===== config.mk =====
export PLATFORM = sky130hd
export DESIGN_NAME = mode_muxed_parallel_ports
export DESIGN_NICKNAME = d
export VERILOG_FILES = /design/src/common/parallel_ports_pkg.sv /design/src/logic/mode_muxed_parallel_ports.sv
export VERILOG_INCLUDE_DIRS = /design/src /design/src/common
export SDC_FILE = /design/constraint.sdc
export NUM_CORES = 1
export LEC_CHECK = 0
export ABC_AREA = 1
export BUFFER_PORTS_ARGS = -buffer_cell sky130_fd_sc_hd__buf_2
export CAP_MARGIN = 0
export CORE_MARGIN = 3
export CORE_UTILIZATION = 56
export CTS_BUF_LIST = sky130_fd_sc_hd__clkbuf_4 sky130_fd_sc_hd__clkbuf_8 sky130_fd_sc_hd__clkbuf_16
export CTS_CLUSTER_SIZE = 16
export DETAILED_ROUTE_END_ITERATION = 16
export HOLD_SLACK_MARGIN = 0.02
export PLACE_DENSITY = 0.84
export SETUP_SLACK_MARGIN = 0.4
export SLEW_MARGIN = 20
export SYNTH_ARGS = -nofsm -noshare
export SYNTH_HDL_FRONTEND = slang
export SYNTH_SLANG_ARGS = --single-unit
export TNS_END_PERCENT = 50

===== constraint.sdc =====
create_clock -name clk_i -period 4.6 [get_ports clk_i]
set_input_delay 1.38 -clock clk_i [delete_from_list [all_inputs] [get_ports clk_i]]
set_output_delay 1.38 -clock clk_i [all_outputs]
set_load 0.01 [all_outputs]

===== src/common/parallel_ports_regs.svh =====
/*
  register offsets, bit positions, reset value and mask of the parallel port block.
  assumes a 32-bit classic wishbone slave with byte addresses; one register per aligned word.
*/
`ifndef PARALLEL_PORTS_REGS_SVH
`define PARALLEL_PORTS_REGS_SVH

// ==========================================================================
// port data and direction: address = {port index, direction bit, 2'b00}
// ==========================================================================
`define PORT_A_DATA_OFS       8'h00
`define PORT_A_DIRECTION_OFS  8'h04
`define PORT_B_DATA_OFS       8'h08
`define PORT_B_DIRECTION_OFS  8'h0C
`define PORT_C_DATA_OFS       8'h10
`define PORT_C_DIRECTION_OFS  8'h14
`define PORT_D_DATA_OFS       8'h18
`define PORT_D_DIRECTION_OFS  8'h1C
`define PORT_E_DATA_OFS       8'h20
`define PORT_F_DATA_OFS       8'h28
`define PORT_F_DIRECTION_OFS  8'h2C
`define PORT_G_DATA_OFS       8'h30
`define PORT_G_DIRECTION_OFS  8'h34
`define PORT_H_DATA_OFS       8'h38
`define PORT_H_DIRECTION_OFS  8'h3C

// ==========================================================================
// control registers
// ==========================================================================
`define SYSTEM_OPTION_TWO_OFS 8'h40
`define PULL_ASSIGNMENT_OFS   8'h44
`define PULL_CONTROL_OFS      8'h48
`define ALT_A_ENABLE_OFS      8'h4C
`define ALT_D_ENABLE_OFS      8'h50
`define ALT_H_ENABLE_OFS      8'h54

`define SYSTEM_OPTION_TWO_OPEN_DRAIN_BIT   0
`define SYSTEM_OPTION_TWO_MODE_LSB         1
`define PULL_CTL_B_BIT        0
`define PULL_CTL_F_BIT        1
`define PULL_CTL_G_BIT        2

`define PORT_RESET_VAL        8'h00
`define PORT_D_MASK           8'h3F
`define RW_STROBE_BIT         7

`endif


===== src/common/parallel_ports_pkg.sv =====
/*
  types shared by the parallel port block.
  assumes nothing beyond a systemverilog compiler.
*/
package parallel_ports_pkg;
  // gray order along boot -> single -> expanded -> test
  typedef enum logic [1:0] {
    MODE_BOOT     = 2'b00,
    MODE_SINGLE   = 2'b01,
    MODE_EXPANDED = 2'b11,
    MODE_TEST     = 2'b10
  } op_mode_t;

  typedef logic [7:0] port_byte_t;
endpackage : parallel_ports_pkg


===== src/logic/mode_muxed_parallel_ports.sv =====
/*
  mode multiplexed parallel ports a..h with a classic wishbone register slave.
  assumes pin levels are asynchronous, peripheral and bus signals are on clk_i,
  and a pad ring resolves each pin from out and active-low enable.
*/
// Behaviour
// - g7 is port i/o in single/boot, bus read/write strobe in expanded/test.
// - strobe high for a read cycle, low for a write cycle.
// - a,b,c,f,g,h eight-bit bidirectional, d six-bit, e eight-bit input only.
// - general-purpose pins that reset makes inputs are undriven after reset.
// - at reset data registers show the synchronised pin levels, as no pin is driven.
// - data reads allowed anytime: inputs give pin, outputs give driver value.
// - port a data writes do not move pins held by timer compares.
// - port a resets to high-impedance inputs; direction bits rule when alt off.
// - b,c,f,g,h writes latched; b,c,f,g7 drive only as outputs in single or boot, g6..0 and h as outputs in any mode.
// - expanded: port b drives address 15:8, port f address 7:0.
// - port c is data bus in expanded/test, gp i/o otherwise.
// - open-drain bit set: port c zero drives low, one floats.
// - port c open-drain only in single chip mode.
// - port d bits 0,1 serial one; bits 2..5 spi miso, mosi, sck, ss.
// - port d writes latched; drive pins only as gp outputs.
// - port e digital or analog inputs, never driven.
// - port g bits 6..0 stay gp i/o in every mode.
// - port h 3..0 pulse-width outputs, 5:4 serial two, 7:6 serial three.
// - port h pulls under pull assignment; 7:4 pull-ups, 3:0 pull-downs.
// - ports b, f, g have software switchable pull-ups.
// - port a alt timer: captures, compares, pulse accumulator on bit 7.
// - mode from two select inputs sampled during reset governs pins.
`include "parallel_ports_regs.svh"
`timescale 1ns/1ps
`default_nettype none

module mode_muxed_parallel_ports #(
  parameter int BUS_DW = 32
) (
  input  wire logic                          clk_i,
  input  wire logic                          rst_i,
  input  wire logic [7:0]                    wb_adr_i,
  input  wire logic [31:0]                   wb_dat_i,
  output logic      [31:0]                   wb_dat_o,
  input  wire logic                          wb_we_i,
  input  wire logic [3:0]                    wb_sel_i,
  input  wire logic                          wb_cyc_i,
  input  wire logic                          wb_stb_i,
  output logic                               wb_ack_o,
  input  wire logic                          mode_select_low_i,
  input  wire logic                          mode_select_high_i,
  output parallel_ports_pkg::op_mode_t       mode_o,
  input  wire logic [15:0]                   bus_addr_i,
  input  wire logic [7:0]                    bus_wdata_i,
  input  wire logic                          bus_dir_read_i,
  output parallel_ports_pkg::port_byte_t     bus_rdata_o,
  input  wire logic [7:0]                    timer_out_i,
  input  wire logic [7:0]                    timer_oe_i,
  output parallel_ports_pkg::port_byte_t     timer_in_o,
  input  wire logic [5:0]                    serial_spi_out_i,
  input  wire logic [5:0]                    serial_spi_oe_i,
  output logic      [5:0]                    serial_spi_in_o,
  input  wire logic [7:0]                    pwm_serial_out_i,
  input  wire logic [7:0]                    pwm_serial_oe_i,
  output parallel_ports_pkg::port_byte_t     pwm_serial_in_o,
  output parallel_ports_pkg::port_byte_t     port_e_level_o,
  input  wire logic [7:0]                    port_a_in_i,
  output logic      [7:0]                    port_a_out_o,
  output logic      [7:0]                    port_a_oe_n_o,
  input  wire logic [7:0]                    port_b_in_i,
  output logic      [7:0]                    port_b_out_o,
  output logic      [7:0]                    port_b_oe_n_o,
  input  wire logic [7:0]                    port_c_in_i,
  output logic      [7:0]                    port_c_out_o,
  output logic      [7:0]                    port_c_oe_n_o,
  input  wire logic [5:0]                    port_d_in_i,
  output logic      [5:0]                    port_d_out_o,
  output logic      [5:0]                    port_d_oe_n_o,
  input  wire logic [7:0]                    port_e_in_i,
  input  wire logic [7:0]                    port_f_in_i,
  output logic      [7:0]                    port_f_out_o,
  output logic      [7:0]                    port_f_oe_n_o,
  input  wire logic [7:0]                    port_g_in_i,
  output logic      [7:0]                    port_g_out_o,
  output logic      [7:0]                    port_g_oe_n_o,
  input  wire logic [7:0]                    port_h_in_i,
  output logic      [7:0]                    port_h_out_o,
  output logic      [7:0]                    port_h_oe_n_o,
  output logic                               pull_b_en_o,
  output logic                               pull_f_en_o,
  output logic                               pull_g_en_o,
  output parallel_ports_pkg::port_byte_t     pull_h_en_o
);
  import parallel_ports_pkg::*;

  // ==========================================================================
  // elaboration checks
  // ==========================================================================
  if (BUS_DW != 32) begin : g_bad_dw
    $error("BUS_DW must be 32");
  end

  // ==========================================================================
  // state
  // ==========================================================================
  port_byte_t in_s1_q    [8];
  port_byte_t in_s2_q    [8];
  port_byte_t data_q     [8];
  port_byte_t dir_q      [8];
  port_byte_t out_d      [8];
  port_byte_t drive_d    [8];
  port_byte_t pin_out_q  [8];
  port_byte_t drive_n_q  [8];
  port_byte_t readback   [8];
  port_byte_t in_raw     [8];
  logic [1:0] mode_s1_q;
  logic [1:0] mode_s2_q;
  op_mode_t   mode_q;
  logic       od_q;
  port_byte_t pull_asg_q;
  logic [2:0] pull_ctl_q;
  port_byte_t alt_a_q;
  logic [5:0] alt_d_q;
  port_byte_t alt_h_q;
  logic       ack_q;
  logic [31:0] dat_q;

  // ==========================================================================
  // decode
  // ==========================================================================
  wire        expanded   = (mode_q == MODE_EXPANDED) || (mode_q == MODE_TEST);
  wire        single     = (mode_q == MODE_SINGLE);
  wire        od_active  = od_q & single;
  wire        wb_req     = wb_cyc_i & wb_stb_i & ~ack_q;
  wire        wb_wr      = wb_req & wb_we_i & wb_sel_i[0];
  wire        port_space = (wb_adr_i[7:6] == 2'b00);
  wire [2:0]  port_idx   = wb_adr_i[5:3];
  wire        dir_sel    = wb_adr_i[2];
  wire [7:0]  wr_byte    = wb_dat_i[7:0];

  assign in_raw[0] = port_a_in_i;
  assign in_raw[1] = port_b_in_i;
  assign in_raw[2] = port_c_in_i;
  assign in_raw[3] = {2'b00, port_d_in_i};
  assign in_raw[4] = port_e_in_i;
  assign in_raw[5] = port_f_in_i;
  assign in_raw[6] = port_g_in_i;
  assign in_raw[7] = port_h_in_i;

  // ==========================================================================
  // pin drive selection
  // ==========================================================================
  // port a: timer claims override latch and direction
  assign out_d[0]   = (alt_a_q & timer_out_i) | (~alt_a_q & data_q[0]);
  assign drive_d[0] = (alt_a_q & timer_oe_i) | (~alt_a_q & dir_q[0]);
  // port b: high address byte on the bus
  assign out_d[1]   = expanded ? bus_addr_i[15:8] : data_q[1];
  assign drive_d[1] = expanded ? 8'hFF : dir_q[1];
  // port c: data bus, driven only during bus writes
  assign out_d[2]   = expanded ? bus_wdata_i : data_q[2];
  assign drive_d[2] = expanded ? {8{~bus_dir_read_i}}
                               : (dir_q[2] & ~({8{od_active}} & data_q[2]));
  // port d: serial one on 1:0, spi on 5:2
  assign out_d[3]   = {2'b00, (alt_d_q & serial_spi_out_i) | (~alt_d_q & data_q[3][5:0])};
  assign drive_d[3] = {2'b00, (alt_d_q & serial_spi_oe_i) | (~alt_d_q & dir_q[3][5:0])};
  // port e: never driven
  assign out_d[4]   = 8'h00;
  assign drive_d[4] = 8'h00;
  // port f: low address byte on the bus
  assign out_d[5]   = expanded ? bus_addr_i[7:0] : data_q[5];
  assign drive_d[5] = expanded ? 8'hFF : dir_q[5];
  // port g: only bit 7 is taken by the bus
  assign out_d[6]   = expanded ? {bus_dir_read_i, data_q[6][6:0]} : data_q[6];
  assign drive_d[6] = expanded ? {1'b1, dir_q[6][6:0]} : dir_q[6];
  // port h: pulse width on 3:0, serial two on 5:4, serial three on 7:6
  assign out_d[7]   = (alt_h_q & pwm_serial_out_i) | (~alt_h_q & data_q[7]);
  assign drive_d[7] = (alt_h_q & pwm_serial_oe_i) | (~alt_h_q & dir_q[7]);

  // ==========================================================================
  // per-port synchroniser, latches, pins and read-back
  // ==========================================================================
  for (genvar i = 0; i < 8; i++) begin : g_port
    localparam port_byte_t MASK = (i == 3) ? `PORT_D_MASK : ((i == 4) ? 8'h00 : 8'hFF);
    wire wr_data = wb_wr & port_space & (port_idx == 3'(i)) & ~dir_sel;
    wire wr_dir  = wb_wr & port_space & (port_idx == 3'(i)) & dir_sel;

    // driver value for driven bits, else synchronised pin; in expanded mode
    // this shows the bus function rather than pin electricals
    assign readback[i] = ((drive_n_q[i] & in_s2_q[i]) | (~drive_n_q[i] & pin_out_q[i]))
                         & ((i == 3) ? `PORT_D_MASK : 8'hFF);

    always_ff @(posedge clk_i) begin
      in_s1_q[i] <= in_raw[i];
      in_s2_q[i] <= in_s1_q[i];
      if (rst_i) begin
        data_q[i]    <= `PORT_RESET_VAL;
        dir_q[i]     <= `PORT_RESET_VAL;
        pin_out_q[i] <= 8'h00;
        drive_n_q[i] <= 8'hFF;
      end else begin
        if (wr_data) begin
          data_q[i] <= wr_byte & MASK;
        end
        if (wr_dir) begin
          dir_q[i] <= wr_byte & MASK;
        end
        pin_out_q[i] <= out_d[i] & MASK;
        drive_n_q[i] <= ~(drive_d[i] & MASK);
      end
    end
  end

  // ==========================================================================
  // mode capture
  // ==========================================================================
  // the mode is held from reset release; later pin changes are ignored
  always_ff @(posedge clk_i) begin
    mode_s1_q <= {mode_select_high_i, mode_select_low_i};
    mode_s2_q <= mode_s1_q;
    if (rst_i) begin
      mode_q <= op_mode_t'(mode_s2_q);
    end
  end

  // ==========================================================================
  // wishbone slave, one wait state, unmapped reads give zero
  // ==========================================================================
  wire [31:0] rd_word =
      port_space                              ? {24'h0, dir_sel ? dir_q[port_idx] : readback[port_idx]} :
      (wb_adr_i == `SYSTEM_OPTION_TWO_OFS)    ? {29'h0, mode_q, od_q} :
      (wb_adr_i == `PULL_ASSIGNMENT_OFS)      ? {24'h0, pull_asg_q} :
      (wb_adr_i == `PULL_CONTROL_OFS)         ? {29'h0, pull_ctl_q} :
      (wb_adr_i == `ALT_A_ENABLE_OFS)         ? {24'h0, alt_a_q} :
      (wb_adr_i == `ALT_D_ENABLE_OFS)         ? {26'h0, alt_d_q} :
      (wb_adr_i == `ALT_H_ENABLE_OFS)         ? {24'h0, alt_h_q} : 32'h0;

  always_ff @(posedge clk_i) begin
    if (rst_i) begin
      ack_q      <= 1'b0;
      dat_q      <= 32'h0;
      od_q       <= 1'b0;
      pull_asg_q <= 8'h00;
      pull_ctl_q <= 3'h0;
      alt_a_q    <= 8'h00;
      alt_d_q    <= 6'h00;
      alt_h_q    <= 8'h00;
    end else begin
      ack_q <= wb_req;
      dat_q <= wb_req ? rd_word : 32'h0;
      if (wb_wr && wb_adr_i == `SYSTEM_OPTION_TWO_OFS) begin
        od_q <= wr_byte[`SYSTEM_OPTION_TWO_OPEN_DRAIN_BIT];
      end
      if (wb_wr && wb_adr_i == `PULL_ASSIGNMENT_OFS) begin
        pull_asg_q <= wr_byte;
      end
      if (wb_wr && wb_adr_i == `PULL_CONTROL_OFS) begin
        pull_ctl_q <= wr_byte[2:0];
      end
      if (wb_wr && wb_adr_i == `ALT_A_ENABLE_OFS) begin
        alt_a_q <= wr_byte;
      end
      if (wb_wr && wb_adr_i == `ALT_D_ENABLE_OFS) begin
        alt_d_q <= wr_byte[5:0];
      end
      if (wb_wr && wb_adr_i == `ALT_H_ENABLE_OFS) begin
        alt_h_q <= wr_byte;
      end
    end
  end

  // ==========================================================================
  // outputs
  // ==========================================================================
  assign wb_ack_o        = ack_q;
  assign wb_dat_o        = dat_q;
  assign mode_o          = mode_q;
  assign bus_rdata_o     = in_s2_q[2];
  assign timer_in_o      = in_s2_q[0];
  assign serial_spi_in_o = in_s2_q[3][5:0];
  assign pwm_serial_in_o = in_s2_q[7];
  assign port_e_level_o  = in_s2_q[4];
  assign port_a_out_o    = pin_out_q[0];
  assign port_a_oe_n_o   = drive_n_q[0];
  assign port_b_out_o    = pin_out_q[1];
  assign port_b_oe_n_o   = drive_n_q[1];
  assign port_c_out_o    = pin_out_q[2];
  assign port_c_oe_n_o   = drive_n_q[2];
  assign port_d_out_o    = pin_out_q[3][5:0];
  assign port_d_oe_n_o   = drive_n_q[3][5:0];
  assign port_f_out_o    = pin_out_q[5];
  assign port_f_oe_n_o   = drive_n_q[5];
  assign port_g_out_o    = pin_out_q[6];
  assign port_g_oe_n_o   = drive_n_q[6];
  assign port_h_out_o    = pin_out_q[7];
  assign port_h_oe_n_o   = drive_n_q[7];
  assign pull_b_en_o     = pull_ctl_q[`PULL_CTL_B_BIT];
  assign pull_f_en_o     = pull_ctl_q[`PULL_CTL_F_BIT];
  assign pull_g_en_o     = pull_ctl_q[`PULL_CTL_G_BIT];
  assign pull_h_en_o     = pull_asg_q;
endmodule : mode_muxed_parallel_ports

`default_nettype wire


==> Flow_metrics.wiki, run 1 <==
{| class="wikitable"
! Metric !! Value
|-
| Flip-flop cell with the highest count after synthesis || sky130_fd_sc_hd__dfxtp_1
|-
| Placer congestion estimate || 0.936
|-
| X dimension of the die || 165 µm
|-
| Initial Util || 57.7%
|-
| CP most frequent cell || sky130_fd_sc_hd__nor2_2
|-
| Design Power || around 7.6 mW
|-
| Fin crit share || 69.0%
|-
| Detailed router's first-iteration violation count || around 1500
|-
| Area share of the leading cell type in the synthesized netlist || 39.4%
|-
| CTS tree || built
|-
| Final critical delay including setup and external delays || 3.17 ns
|-
| PostCTS Resize Cnt || 0
|-
| Startpoint types || primary input
|-
| Type of the worst setup path || in -> reg
|-
| Share of async-settable or async-resettable flops after synthesis || 0%
|-
| Fill cell count || roughly 1900
|-
| Maximum buffer depth of the clock tree || 3
|-
| Static leakage power || approximately 8.1 nW
|-
| Wire length of the first global-routing pass || 62200 µm
|-
| Post-synth EDFFs || 110
|-
| Worst setup margin || 1.43 ns
|-
| Total wire length || 42300 µm
|-
| Multi-input logic area || approximately 0.0043 mm²
|-
| Cell family with most CP delay || simple AND/OR/NAND/NOR gates
|-
| Clock slew at the register clock pins of the worst setup and hold paths || 0.06 ns
|-
| Largest stage delay on the critical path || 0.63 ns
|-
| Post-synthesis sequential area ratio || 62.7%
|-
| Buffer cell driving the clock tree root || sky130_fd_sc_hd__clkbuf_16
|-
| CTS HTree Levels || 2
|-
| Buffers and inverters on the worst path || 2
|-
| Synthesis-stage register bit count || 389
|-
| Cell row count || 57
|-
| Gate count of the mapped netlist || about 1600
|-
| Layout overhead on the synthesized area || 21.7%
|-
| Final HPWL from detailed placement || 30300 µm
|-
| Pin count of the biggest net entering global routing || 65
|-
| Hold Slack || 0.325 ns
|-
| Setup bufs post-CTS || 0
|-
| Worst voltage drop across the vdd grid || 0.000313 V
|-
| Max Clock Freq || 315 MHz
|-
| Initial antenna violation count || 4
|-
| Core area || 0.0246 mm²
|-
| Residual DRC || 0
|-
| Register cell area after layout || 0.00889 mm²
|-
| Ordered list of cells on the worst path || buf_2 -> nand2_1 -> nor2_2 -> nand3_4 -> inv_2 -> nand2_4 -> nor2_2 -> nand4_1 -> nor2_1
|-
| Die footprint || 0.0273 mm²
|-
| Number of hold-slack violations in the final timing report || 0
|-
| Minimum setup slack after placement || between 0.9 and 1 ns
|-
| Data required time at the worst endpoint || slightly below 5 ns
|-
| I/O pin cnt || 374
|-
| Instance count after placement with tap cells included || between 2000 and 2500
|-
| Num Clock Sinks || 389
|-
| Avg WL per Cell || 18.9 µm
|-
| Via count of the first global-routing pass || around 11000
|-
| MaxCap Viol Count || 0
|-
| Power per cell area || around 440 mW/mm²
|-
| Average cell area after synthesis || 9.04 µm²
|-
| Count of pins over their slew limit || 0
|-
| Worst max-slew margin expressed relative to the limit || approximately 36%
|-
| Total of buffers placed on input and output ports || 322
|-
| Total negative slack || 0 ns
|-
| Total global-route track usage || around 30%
|-
| Unrepaired setup endpoints after global routing || false
|-
| Cell types occupying the most area after synthesis || sky130_fd_sc_hd__dfxtp_1, sky130_fd_sc_hd__edfxtp_1, sky130_fd_sc_hd__nor2_1
|-
| Clock buffers created by TritonCTS || 39
|-
| Fraction of final layout cells sized beyond drive strength 1 || between 20% and 30%
|-
| Kind of end point of the critical path || flip-flop
|-
| Die Height || 165 µm
|-
| Insertion delay of the later-clocked pin in the worst-skew pair || 0.53 ns
|-
| Number of iterations in the first detailed-routing pass || 6
|-
| Worst-Margin Slew || 0.961 ns
|-
| Routed vias/inst || 5.34
|-
| Post-synthesis instance area || between 0.01 and 0.015 mm²
|-
| Number of unique standard cell types used by synthesis || 38
|-
| Post-synthesis cell type with the largest combined area || sky130_fd_sc_hd__dfxtp_1
|-
| Number of warning messages in the yosys log || 0
|-
| Cell with the biggest individual delay on the critical path || sky130_fd_sc_hd__nor2_2
|-
| Maximum net fanout on the critical path || 12
|-
| Antenna viol nets, final || 0
|-
| # setup viols final || 0
|-
| Grt ovf || 0
|-
| Final net count || 2066
|-
| Outcome || finished clean
|-
| Post-Layout Cell Count || around 2200
|-
| CTS Hold Buffers Added || 0
|-
| Crit path DAT || 3.53 ns
|-
| Vias || 12000
|-
| Hold crit path type || reg -> reg
|-
| Worst clock skew || 0.0150 ns
|}
-- final cells by class --
cell class / count / share of cell area (%)
Inverter: 176 / 3.85
Multi-Input combinational cell: 946 / 24.7
Clock inverter: 12 / 0.782
Sequential cell: 389 / 51.5
Antenna cell: 3 / 0.0435
Tap cell: 324 / 2.35
Timing Repair Buffer: 332 / 9.84
Clock buffer: 58 / 7.01
-- through the flow --
stage | util [%] | area, µm²
floorplan | - | 14300
global placement | 64.7 | 15900
detailed placement | 64.7 | 15900
CTS | 70.2 | 17300
global route | 70.2 | 17300
finish | 70.2 | 17300
-- kinds of logic after synthesis --
group | Yosys count | share of synthesized area [%]
buffers and inverters | 258 | 7.94
other | 1 | 0.0264
and+or+nand+nor | 701 | 21.2
AOI/OAI and AO/OA | 221 | 8.15
DFF | 389 | 62.7
-- per-layer routing --
layer / wire length (µm) / up-vias / GRT usage (%)
li1: - / 5610 / -
met1: 16400 / 5505 / 39.6
met2: 19600 / 748 / 48.4
met3: 5090 / 89 / 7.46
met4: 1160 / 4 / 9.95
met5: 24 / - / 0
-- final timing paths --
path	cells after the start	slack, ns	endpoint	startpoint
worst max-delay path	9	1.43	data_q[3][4]$_SDFFCE_PN0P_	wb_cyc_i
worst min-delay path	0	0.33	in_s2_q[6][3]$_DFF_P_	in_s1_q[1][19]$_DFF_P_
worst max register to register	7	2.07	data_q[3][4]$_SDFFCE_PN0P_	wb_ack_o$_SDFF_PP0_
worst min register to register	0	0.33	in_s2_q[6][3]$_DFF_P_	in_s1_q[1][19]$_DFF_P_
-- cells in the final DEF, fill, tap and decap left out, types with 2 or more instances in the layout --
master                      count
sky130_fd_sc_hd__buf_2        322
sky130_fd_sc_hd__nor2_1       304
sky130_fd_sc_hd__dfxtp_1      279
sky130_fd_sc_hd__nand2_1      259
sky130_fd_sc_hd__inv_1        163
sky130_fd_sc_hd__o21ai_0      139
sky130_fd_sc_hd__edfxtp_1     110
sky130_fd_sc_hd__nand3_1       88
sky130_fd_sc_hd__a21oi_1       62
sky130_fd_sc_hd__clkbuf_16     41
sky130_fd_sc_hd__conb_1        24
sky130_fd_sc_hd__nand4_1       18
sky130_fd_sc_hd__clkinv_2      10
sky130_fd_sc_hd__clkbuf_8       9
sky130_fd_sc_hd__buf_4          9
sky130_fd_sc_hd__clkbuf_4       8
sky130_fd_sc_hd__nor2_4         7
sky130_fd_sc_hd__clkinv_1       7
sky130_fd_sc_hd__o211ai_1       6
sky130_fd_sc_hd__nor2_2         6
sky130_fd_sc_hd__a211oi_1       6
sky130_fd_sc_hd__inv_2          4
sky130_fd_sc_hd__nand4_4        4
sky130_fd_sc_hd__diode_2        3
sky130_fd_sc_hd__a21boi_0       3
sky130_fd_sc_hd__nor3_1         3
sky130_fd_sc_hd__nand2_2        3
sky130_fd_sc_hd__bufinv_16      3
sky130_fd_sc_hd__nand2_4        2
sky130_fd_sc_hd__nor3_4         2
-- power by group --
| part | internal (mW) | switching (mW) | total (mW) |
|---|---|---|---|
| clock | 1.99 | 1.29 | 3.28 |
| combinational | 0.174 | 0.363 | 0.536 |
| sequential | 3.67 | 0.0738 | 3.74 |
-- cells in the mapped netlist (2+ instances only) --
cell / number
sky130_fd_sc_hd__a211oi_1: 6
sky130_fd_sc_hd__a21boi_0: 3
sky130_fd_sc_hd__a21oi_1: 62
sky130_fd_sc_hd__buf_1: 3
sky130_fd_sc_hd__buf_2: 7
sky130_fd_sc_hd__buf_4: 33
sky130_fd_sc_hd__buf_6: 3
sky130_fd_sc_hd__clkbuf_1: 36
sky130_fd_sc_hd__clkinv_1: 8
sky130_fd_sc_hd__dfxtp_1: 279
sky130_fd_sc_hd__edfxtp_1: 110
sky130_fd_sc_hd__inv_1: 163
sky130_fd_sc_hd__inv_2: 4
sky130_fd_sc_hd__nand2_1: 259
sky130_fd_sc_hd__nand2_2: 3
sky130_fd_sc_hd__nand2_4: 2
sky130_fd_sc_hd__nand3_1: 88
sky130_fd_sc_hd__nand4_1: 18
sky130_fd_sc_hd__nand4_4: 4
sky130_fd_sc_hd__nor2_1: 304
sky130_fd_sc_hd__nor2_2: 6
sky130_fd_sc_hd__nor2_4: 7
sky130_fd_sc_hd__nor3_1: 3
sky130_fd_sc_hd__nor3_4: 2
sky130_fd_sc_hd__o211ai_1: 6
sky130_fd_sc_hd__o21ai_0: 139
-- sequential cells by signal, summed over array words and instances, names as in the netlist, 2 cells and up --
signal / flops
alt_h_q: 8
pull_ctl_q: 3
pull_h_en_o: 8
mode_s2_q: 2
in_s2_q: 62
mode_o: 2
alt_a_q: 8
pin_out_q: 54
drive_n_q: 54
wb_dat_o: 8
mode_s1_q: 2
dir_q: 54
alt_d_q: 6
in_s1_q: 62
data_q: 54
No activity file was read; power rests on OpenSTA's default activity.
==> inputs of run 2 (changes only) <==
CORE_UTILIZATION = 52   (was 56)
PLACE_DENSITY = 0.79   (was 0.84)
clock period = 3.2 ns   (was 4.6 ns; I/O delays follow)
==> run 2 against run 1 <==
  * Via count is 0.13% lower
  * Wire length hardly changed
  * Sequential share of layout area fell by 0.26 points
==> Flow_metrics.wiki, run 2 (synthesis gave the netlist of run 1 again) <==
{| class="wikitable"
! Metric !! Value
|-
| Via count of the first global-routing pass || 11200 (-1.7%)
|-
| Setup bufs post-CTS || 0 (unchanged)
|-
| Ordered list of cells on the worst path || buf_2 -> nand2_1 -> nor2_2 -> nand3_4 -> inv_2 -> nand2_4 -> nor2_2 -> buf_4 -> nand3_1 -> nand2_1
|-
| Worst clock skew || 0.0227 ns (+0.00772 ns)
|-
| Initial antenna violation count || 5 (+1)
|-
| Worst voltage drop across the vdd grid || 0.000406 V (+30%)
|-
| CTS HTree Levels || 2 (unchanged)
|-
| Cell Int Power || 8.18 mW (+40%)
|-
| Outcome || finished clean
|-
| X dimension of the die || 171 µm (+3.6%)
|-
| Fin crit share || between 70% and 80%
|-
| Hold crit path type || reg -> reg
|-
| Final net count || 2084 (+0.87%)
|-
| Worst-Margin Slew || 0.799 ns (-0.161 ns)
|-
| Power per cell area || 613 mW/mm² (+40%)
|-
| Most frequent standard cell in the layout excluding fill and tap cells || sky130_fd_sc_hd__buf_2
|-
| Insertion delay of the later-clocked pin in the worst-skew pair || 0.52 ns (about the same)
|-
| Commonest cells after routing, fill and taps aside || sky130_fd_sc_hd__buf_2, sky130_fd_sc_hd__nor2_1, sky130_fd_sc_hd__dfxtp_1
|-
| Total wire length || 42400 µm (about the same)
|-
| Total negative slack || 0 ns (unchanged)
|-
| Detailed router's first-iteration violation count || 1212 (-16%)
|-
| Grt ovf || 0 (unchanged)
|-
| Static leakage power || 8.21 nW (+0.71%)
|-
| Count of pins over their slew limit || 0 (unchanged)
|-
| CTS Hold Buffers Added || 0 (unchanged)
|-
| Share of power burned in combinational logic || 7.4% (+0.3 points)
|-
| Total of buffers placed on input and output ports || 322 (unchanged)
|-
| Cell row count || 59 (+3.5%)
|-
| # setup viols final || 0 (unchanged)
|-
| I/O pin cnt || 374 (unchanged)
|-
| Type of the worst setup path || in -> reg
|-
| Die Height || 171 µm (+3.6%)
|-
| Number of iterations in the first detailed-routing pass || 5 (-1)
|-
| Num Clock Sinks || 389 (unchanged)
|-
| Vias || 11900 (-0.13%)
|-
| Initial Util || 53.7% (-4.0 points)
|-
| Fraction of final layout cells sized beyond drive strength 1 || 23.4% (+0.66 points)
|-
| Routed vias/inst || 5.26 (-1.4%)
|-
| Pin count of the biggest net entering global routing || 65 (unchanged)
|-
| Worst max-slew margin expressed relative to the limit || 46.6% (+11 points)
|-
| Residual DRC || 0 (unchanged)
|-
| Number of hold-slack violations in the final timing report || 0 (unchanged)
|-
| Layout overhead on the synthesized area || 22.3%
|-
| Largest regs || in_s1_q: 62 flops, in_s2_q: 62 flops
|-
| Clock group share of total power || 42.1% (-1.3 points)
|-
| Largest stage delay on the critical path || 0.34 ns (-0.29 ns)
|-
| Net switching component of the power || 2.46 mW (+42%)
|-
| Flop pwr share || 50.5% (+1.0 points)
|-
| Unrepaired setup endpoints after global routing || false
|-
| Crit path DAT || 2.51 ns (-1.02 ns)
|-
| Die footprint || 0.0293 mm² (+7.4%)
|-
| MaxCap Viol Count || 0 (unchanged)
|-
| Sw Share || 23.1% (+0.26 points)
|-
| Placer congestion estimate || 0.912 (-2.6%)
|-
| PostCTS Resize Cnt || 0 (unchanged)
|-
| Core area || 0.0264 mm² (+7.4%)
|-
| Design Power || 10.6 mW (+41%)
|-
| Final critical delay including setup and external delays || 2.33 ns
|-
| Data required time at the worst endpoint || 3.37 ns (-1.59 ns)
|-
| Maximum buffer depth of the clock tree || 3 (unchanged)
|-
| Cell with the biggest individual delay on the critical path || sky130_fd_sc_hd__nand2_1
|-
| Final HPWL from detailed placement || 31100 µm (+2.8%)
|-
| Maximum net fanout on the critical path || 12 (unchanged)
|-
| CTS tree || built
|-
| Clock buffers created by TritonCTS || 40 (+2.6%)
|-
| Total global-route track usage || 27.6% (-2.3 points)
|-
| Buffer cell driving the clock tree root || sky130_fd_sc_hd__clkbuf_16
|-
| Startpoint types || primary input
|-
| Clock slew at the register clock pins of the worst setup and hold paths || 0.06 ns (about the same)
|-
| Kind of end point of the critical path || flip-flop
|-
| Max Clock Freq || 428 MHz
|-
| Avg WL per Cell || 18.7 µm (-1.2%)
|-
| Wire length of the first global-routing pass || 61500 µm (-1.1%)
|-
| Antenna viol nets, final || 0 (unchanged)
|}
-- run 2: path summary, 6_finish.rpt --
path / from / endpoint / slack (ns) / cells after the start
max: wb_cyc_i / dir_q[7][4]$_SDFFCE_PN0P_ / 0.87 / 10
max reg2reg: wb_ack_o$_SDFF_PP0_ / dir_q[7][4]$_SDFFCE_PN0P_ / 1.11 / 8
min: in_s1_q[0][28]$_DFF_P_ / in_s2_q[3][4]$_DFF_P_ / 0.32 / 0
min reg2reg: in_s1_q[0][28]$_DFF_P_ / in_s2_q[3][4]$_DFF_P_ / 0.32 / 0
-- run 2: layout make-up --
cell class / instances / area (µm²)
antenna: 1 / 2.50
multi-input combinational: 946 / 4260
fill: 2164 / 9070
clock buffer: 60 / 1220
tap: 335 / 419
sequential: 389 / 8890
inverter: 176 / 664
timing repair buffer: 349 / 1840
clock inverter: 12 / 61.3
-- run 2: routing by layer --
| metal | part of all wire (%) | global-route usage, % | vias to the layer above |
|---|---|---|---|
| li1 | - | - | 5668 |
| met5 | 0.12 | 0 | - |
| met3 | 10 | 7.19 | 118 |
| met4 | 3.8 | 10.3 | 8 |
| met1 | 40 | 35.8 | 5526 |
| met2 | 46 | 45.0 | 621 |
-- run 2: worst max-delay path, delay by kind of cell --
kind	cells	cell delay [ns]
simple gates	7	1.06
buf+inv	3	0.47
-- run 2: power groups by stage --
| stage | sequential [mW] | combinational, mW | clock, mW |
|---|---|---|---|
| after detailed placement | 5.48 | 0.777 | 0 |
| after CTS | 5.37 | 0.783 | 4.54 |
| after global placement | 5.47 | 0.764 | 0 |
| after floorplan | 5.50 | 0.374 | 0 |
| final | 5.37 | 0.788 | 4.48 |
| after global routing | 5.39 | 0.859 | 4.74 |
-- run 2: through the flow --
step                util, %  instance area, µm²  std cells  setup WS [ns]  hold WS, ns
floorplan                 -               14300       1593          0.613        0.310
global placement       60.8               16100       2195          0.427        0.310
detailed placement     60.8               16100       2195          0.394        0.312
CTS                    65.7               17400       2267          0.896        0.323
global route           65.7               17400       2267          0.743        0.329
finish                 65.7               17400       2268          0.866        0.323
==> inputs of run 3 (changes only) <==
ABC_AREA = 0   (was 1)
clock period = 2.4 ns   (was 3.2 ns; I/O delays follow)
==> run 3 against run 2 <==
  * Wire length decreased by 5.3%
  * Synthesized cell count shrank 29%
  * Die area is 1.3% lower
  * Critical path type is now reg -> reg
  * Largest power group unchanged
  * Highest routed layer unchanged
==> Flow_metrics.wiki, run 3 <==
{| class="wikitable"
! Metric !! Value
|-
| Outcome || finished clean
|-
| Post-synthesis instance area || 0.0140 mm² (-1.4%)
|-
| Hold Path Stages || 1 (+1)
|-
| Detailed router's first-iteration violation count || 749 (-38%)
|-
| Largest regs || in_s1_q: 62 flops, in_s2_q: 62 flops
|-
| Cell count of the worst reg-to-reg path || 6 (-2)
|-
| Insertion delay of the later-clocked pin in the worst-skew pair || 0.52 ns (about the same)
|-
| Max Clock Freq || between 500 and 600 MHz
|-
| MaxCap Viol Count || 0 (unchanged)
|-
| Register-to-register setup slack || 0.41 ns (-0.70 ns)
|-
| Die footprint || 0.0289 mm² (-1.3%)
|-
| Via count of the first global-routing pass || 10100 (-10%)
|-
| Flip-flop cell with the highest count after synthesis || sky130_fd_sc_hd__dfxtp_1
|-
| Number of hold-slack violations in the final timing report || 0 (unchanged)
|-
| Total wire length || 40100 µm (-5.3%)
|-
| Initial antenna violation count || 3 (-2)
|-
| Count of pins over their slew limit || 0 (unchanged)
|-
| CTS tree || built
|-
| Hold crit path type || in -> reg
|-
| Routed vias/inst || 5.43 (+3.1%)
|-
| Buffer cell driving the clock tree root || sky130_fd_sc_hd__clkbuf_16
|-
| Die Height || 170 µm (-0.66%)
|-
| Reg-to-reg endpoint || dir_q[6][5]$_SDFFCE_PN0P_
|-
| Maximum net fanout on the critical path || 8 (-4)
|-
| Final net count || 1665 (-20%)
|-
| Launching instance or port of the critical path || wb_ack_o$_SDFF_PP0_
|-
| Number of unique standard cell types used by synthesis || 50 (+32%)
|-
| Worst setup margin || 0.409 ns (-0.456 ns)
|-
| Cell row count || 59 (unchanged)
|-
| Area share of the leading cell type in the synthesized netlist || 39.9% (+0.54 points)
|-
| Unrepaired setup endpoints after global routing || true
|-
| Vias || 10000 (-16%)
|-
| Most frequent standard cell in the layout excluding fill and tap cells || sky130_fd_sc_hd__buf_2
|-
| Gate count of the mapped netlist || 1115 (-29%)
|-
| Commonest cells after routing, fill and taps aside || sky130_fd_sc_hd__buf_2, sky130_fd_sc_hd__dfxtp_1, sky130_fd_sc_hd__mux2i_1
|-
| Total global-route track usage || 27.0% (-0.66 points)
|-
| X dimension of the die || 170 µm (-0.66%)
|-
| Layout overhead on the synthesized area || 27.0%
|-
| Worst hold path endpoint || in_s1_q[0][3]$_DFF_P_
|-
| Fraction of final layout cells sized beyond drive strength 1 || 35.4% (+12 points)
|-
| Top cell types by occurrence after synthesis || sky130_fd_sc_hd__dfxtp_1, sky130_fd_sc_hd__mux2i_1, sky130_fd_sc_hd__and2_1
|-
| Placer congestion estimate || 0.958 (+5.1%)
|-
| I/O pin cnt || 374 (unchanged)
|-
| Static leakage power || 7.94 nW (-3.2%)
|-
| Total negative slack || 0 ns (unchanged)
|-
| Grt ovf || 0 (unchanged)
|-
| Post-synth EDFFs || 110 (unchanged)
|-
| Kind of end point of the critical path || flip-flop
|-
| Share of async-settable or async-resettable flops after synthesis || 0% (unchanged)
|-
| Initial Util || 53.3% (-0.43 points)
|-
| Final core area utilization || 67.6% (+2.0 points)
|-
| Wire length of the first global-routing pass || 59100 µm (-3.9%)
|-
| Average cell area after synthesis || 12.6 µm² (+39%)
|-
| Core area || 0.0263 mm² (-0.56%)
|-
| Minimum setup slack after placement || -0.0745 ns (-0.468 ns)
|-
| Number of iterations in the first detailed-routing pass || 5 (unchanged)
|-
| Count leader, synth || sky130_fd_sc_hd__dfxtp_1
|-
| Synthesis-stage register bit count || 389 (unchanged)
|-
| Crit path DAT || 2.37 ns (-0.14 ns)
|-
| Power per cell area || 814 mW/mm² (+33%)
|-
| Cell types occupying the most area after synthesis || sky130_fd_sc_hd__dfxtp_1, sky130_fd_sc_hd__edfxtp_1, sky130_fd_sc_hd__mux2i_1
|-
| Share of power burned in combinational logic || 7.2% (-0.2 points)
|-
| Residual DRC || 0 (unchanged)
|-
| Total of buffers placed on input and output ports || 322 (unchanged)
|-
| Worst max-slew margin expressed relative to the limit || 58.2% (+12 points)
|-
| Startpoint types || flip-flop
|-
| Final HPWL from detailed placement || 29800 µm (-4.3%)
|-
| Final cell area excluding filler cells || 0.0178 mm² (+2.4%)
|-
| Num Clock Sinks || 389 (unchanged)
|-
| Critical hold path startpoint || port_a_in_i[3]
|-
| Clock slew at the register clock pins of the worst setup and hold paths || 0.06 ns (about the same)
|-
| Number of warning messages in the yosys log || 0 (unchanged)
|-
| Net switching component of the power || 3.22 mW (+31%)
|-
| Clock group share of total power || 43.3% (+1.2 points)
|-
| Pin count of the biggest net entering global routing || 88 (+35%)
|-
| Worst flop-to-flop path startpoint || wb_ack_o$_SDFF_PP0_
|-
| Data required time at the worst endpoint || 2.78 ns (-0.59 ns)
|-
| Cell Int Power || 11.3 mW (+38%)
|-
| Post-synthesis cell type with the largest combined area || sky130_fd_sc_hd__dfxtp_1
|-
| # setup viols final || 0 (unchanged)
|-
| Post-synthesis sequential area ratio || 63.5% (+0.86 points)
|-
| Clock buffers created by TritonCTS || 40 (unchanged)
|-
| Fill cell count || 1947 (-10%)
|-
| Worst clock skew || 0.0127 ns (-0.0100 ns)
|-
| Final critical delay including setup and external delays || 1.99 ns
|-
| Fin crit share || 83.0%
|-
| Antenna viol nets, final || 0 (unchanged)
|-
| Avg WL per Cell || 21.7 µm (+16%)
|-
| Maximum buffer depth of the clock tree || 3 (unchanged)
|-
| Sw Share || 22.2% (-0.86 points)
|-
| CTS HTree Levels || 2 (unchanged)
|-
| Worst-Margin Slew || 0.620 ns (-0.179 ns)
|-
| Post-place instance area || 0.0164 mm² (+1.9%)
|-
| Worst voltage drop across the vdd grid || 0.000492 V (+21%)
|-
| Type of the worst setup path || reg -> reg
|-
| Flop pwr share || 49.5% (-1.0 points)
|}
## run 3: cell count changes in the layout (fill, tap and decap cells not counted), sizes merged, moves of 54 or more
cell,delta
o21ai,-119
and2,+111
nand2,-254
nand3,-78
nor2,-207
mux2i,+164
a21oi,-54
inv,-164
## run 3: logic make-up (layout without fill, tap and decap cells)
kind of cell | after synthesis | after routing | synth area share [%]
AO/OA/AOI/OAI | 133 | 133 | 6.88
buffers and inverters | 89 | 464 | 3.36
flip-flops | 389 | 389 | 63.5
multiplexers | 184 | 184 | 13.8
other | 1 | 25 | 0.0268
AND/OR/NAND/NOR | 319 | 319 | 12.4
## run 3: routing by layer
metal | vias to the layer above | wire length (µm) | track usage [%]
met3 | 93 | 3990 | 6.41
li1 | 4614 | - | -
met4 | 2 | 1170 | 8.64
met1 | 4812 | 16600 | 36.4
met5 | - | 13 | 0
met2 | 515 | 18400 | 43.4
## run 3: worst max path at each step
stage                                  endpoint  slack [ns]  cells after the start
finish                dir_q[6][5]$_SDFFCE_PN0P_        0.41                      6
global route        data_q[3][15]$_SDFFCE_PN0P_        0.28                      5
CTS                  data_q[1][6]$_SDFFCE_PN0P_        0.34                      6
detailed placement   data_q[1][0]$_SDFFCE_PN0P_       -0.07                      7
global placement         wb_dat_o[0]$_SDFF_PP0_       -0.05                      7
floorplan               alt_h_q[1]$_SDFFE_PP0P_        0.31                      6
## run 3: timing repair
action / CTS / global route
hold buffers: 0 / 0
gates resized for setup: 0 / 11
pin swaps: 0 / 1
hold endpoints to repair: 0 / 0
endpoints found under the setup margin: 17 / 123
cloned: 0 / 0
buffers inserted: 1 / 0
## run 3: layout make-up
cell class / instances / area (µm²) / area share, %
inverter: 2 / 7.51 / 0.0422
sequential: 389 / 8890 / 50.0
clock buffer: 56 / 1190 / 6.68
clock inverter: 16 / 163 / 0.915
timing repair buffer: 390 / 2190 / 12.3
antenna: 1 / 2.50 / 0.0141
tap: 335 / 419 / 2.36
multi-input combinational: 660 / 4920 / 27.7
## run 3: power by group through the flow
stage | combinational, mW | sequential [mW] | clock, mW
5_1_grt | 1.11 | 7.20 | 6.62
2_1_floorplan | 0.485 | 7.33 | 0
6_report | 1.04 | 7.17 | 6.27
4_1_cts | 1.03 | 7.17 | 6.34
3_5_place_dp | 1.02 | 7.32 | 0
3_3_place_gp | 1.01 | 7.31 | 0
## run 3: critical path, stage by stage (launching register included)
cell and delay [ns]:
sky130_fd_sc_hd__dfxtp_1 0.33, sky130_fd_sc_hd__and3b_1 0.29, sky130_fd_sc_hd__and3_1 0.23, sky130_fd_sc_hd__nand4_1 0.18, sky130_fd_sc_hd__buf_4 0.21, sky130_fd_sc_hd__nor2_1 0.41, sky130_fd_sc_hd__and2_1 0.21
## run 3: stage by stage
step                cells  total power [mW]  hold WS, ns
CTS                  1848              14.5        0.285
global route         1849              14.9        0.280
detailed placement   1775              8.33        0.312
finish               1849              14.5        0.298
floorplan            1138              7.81        0.310
global placement     1775              8.31        0.310
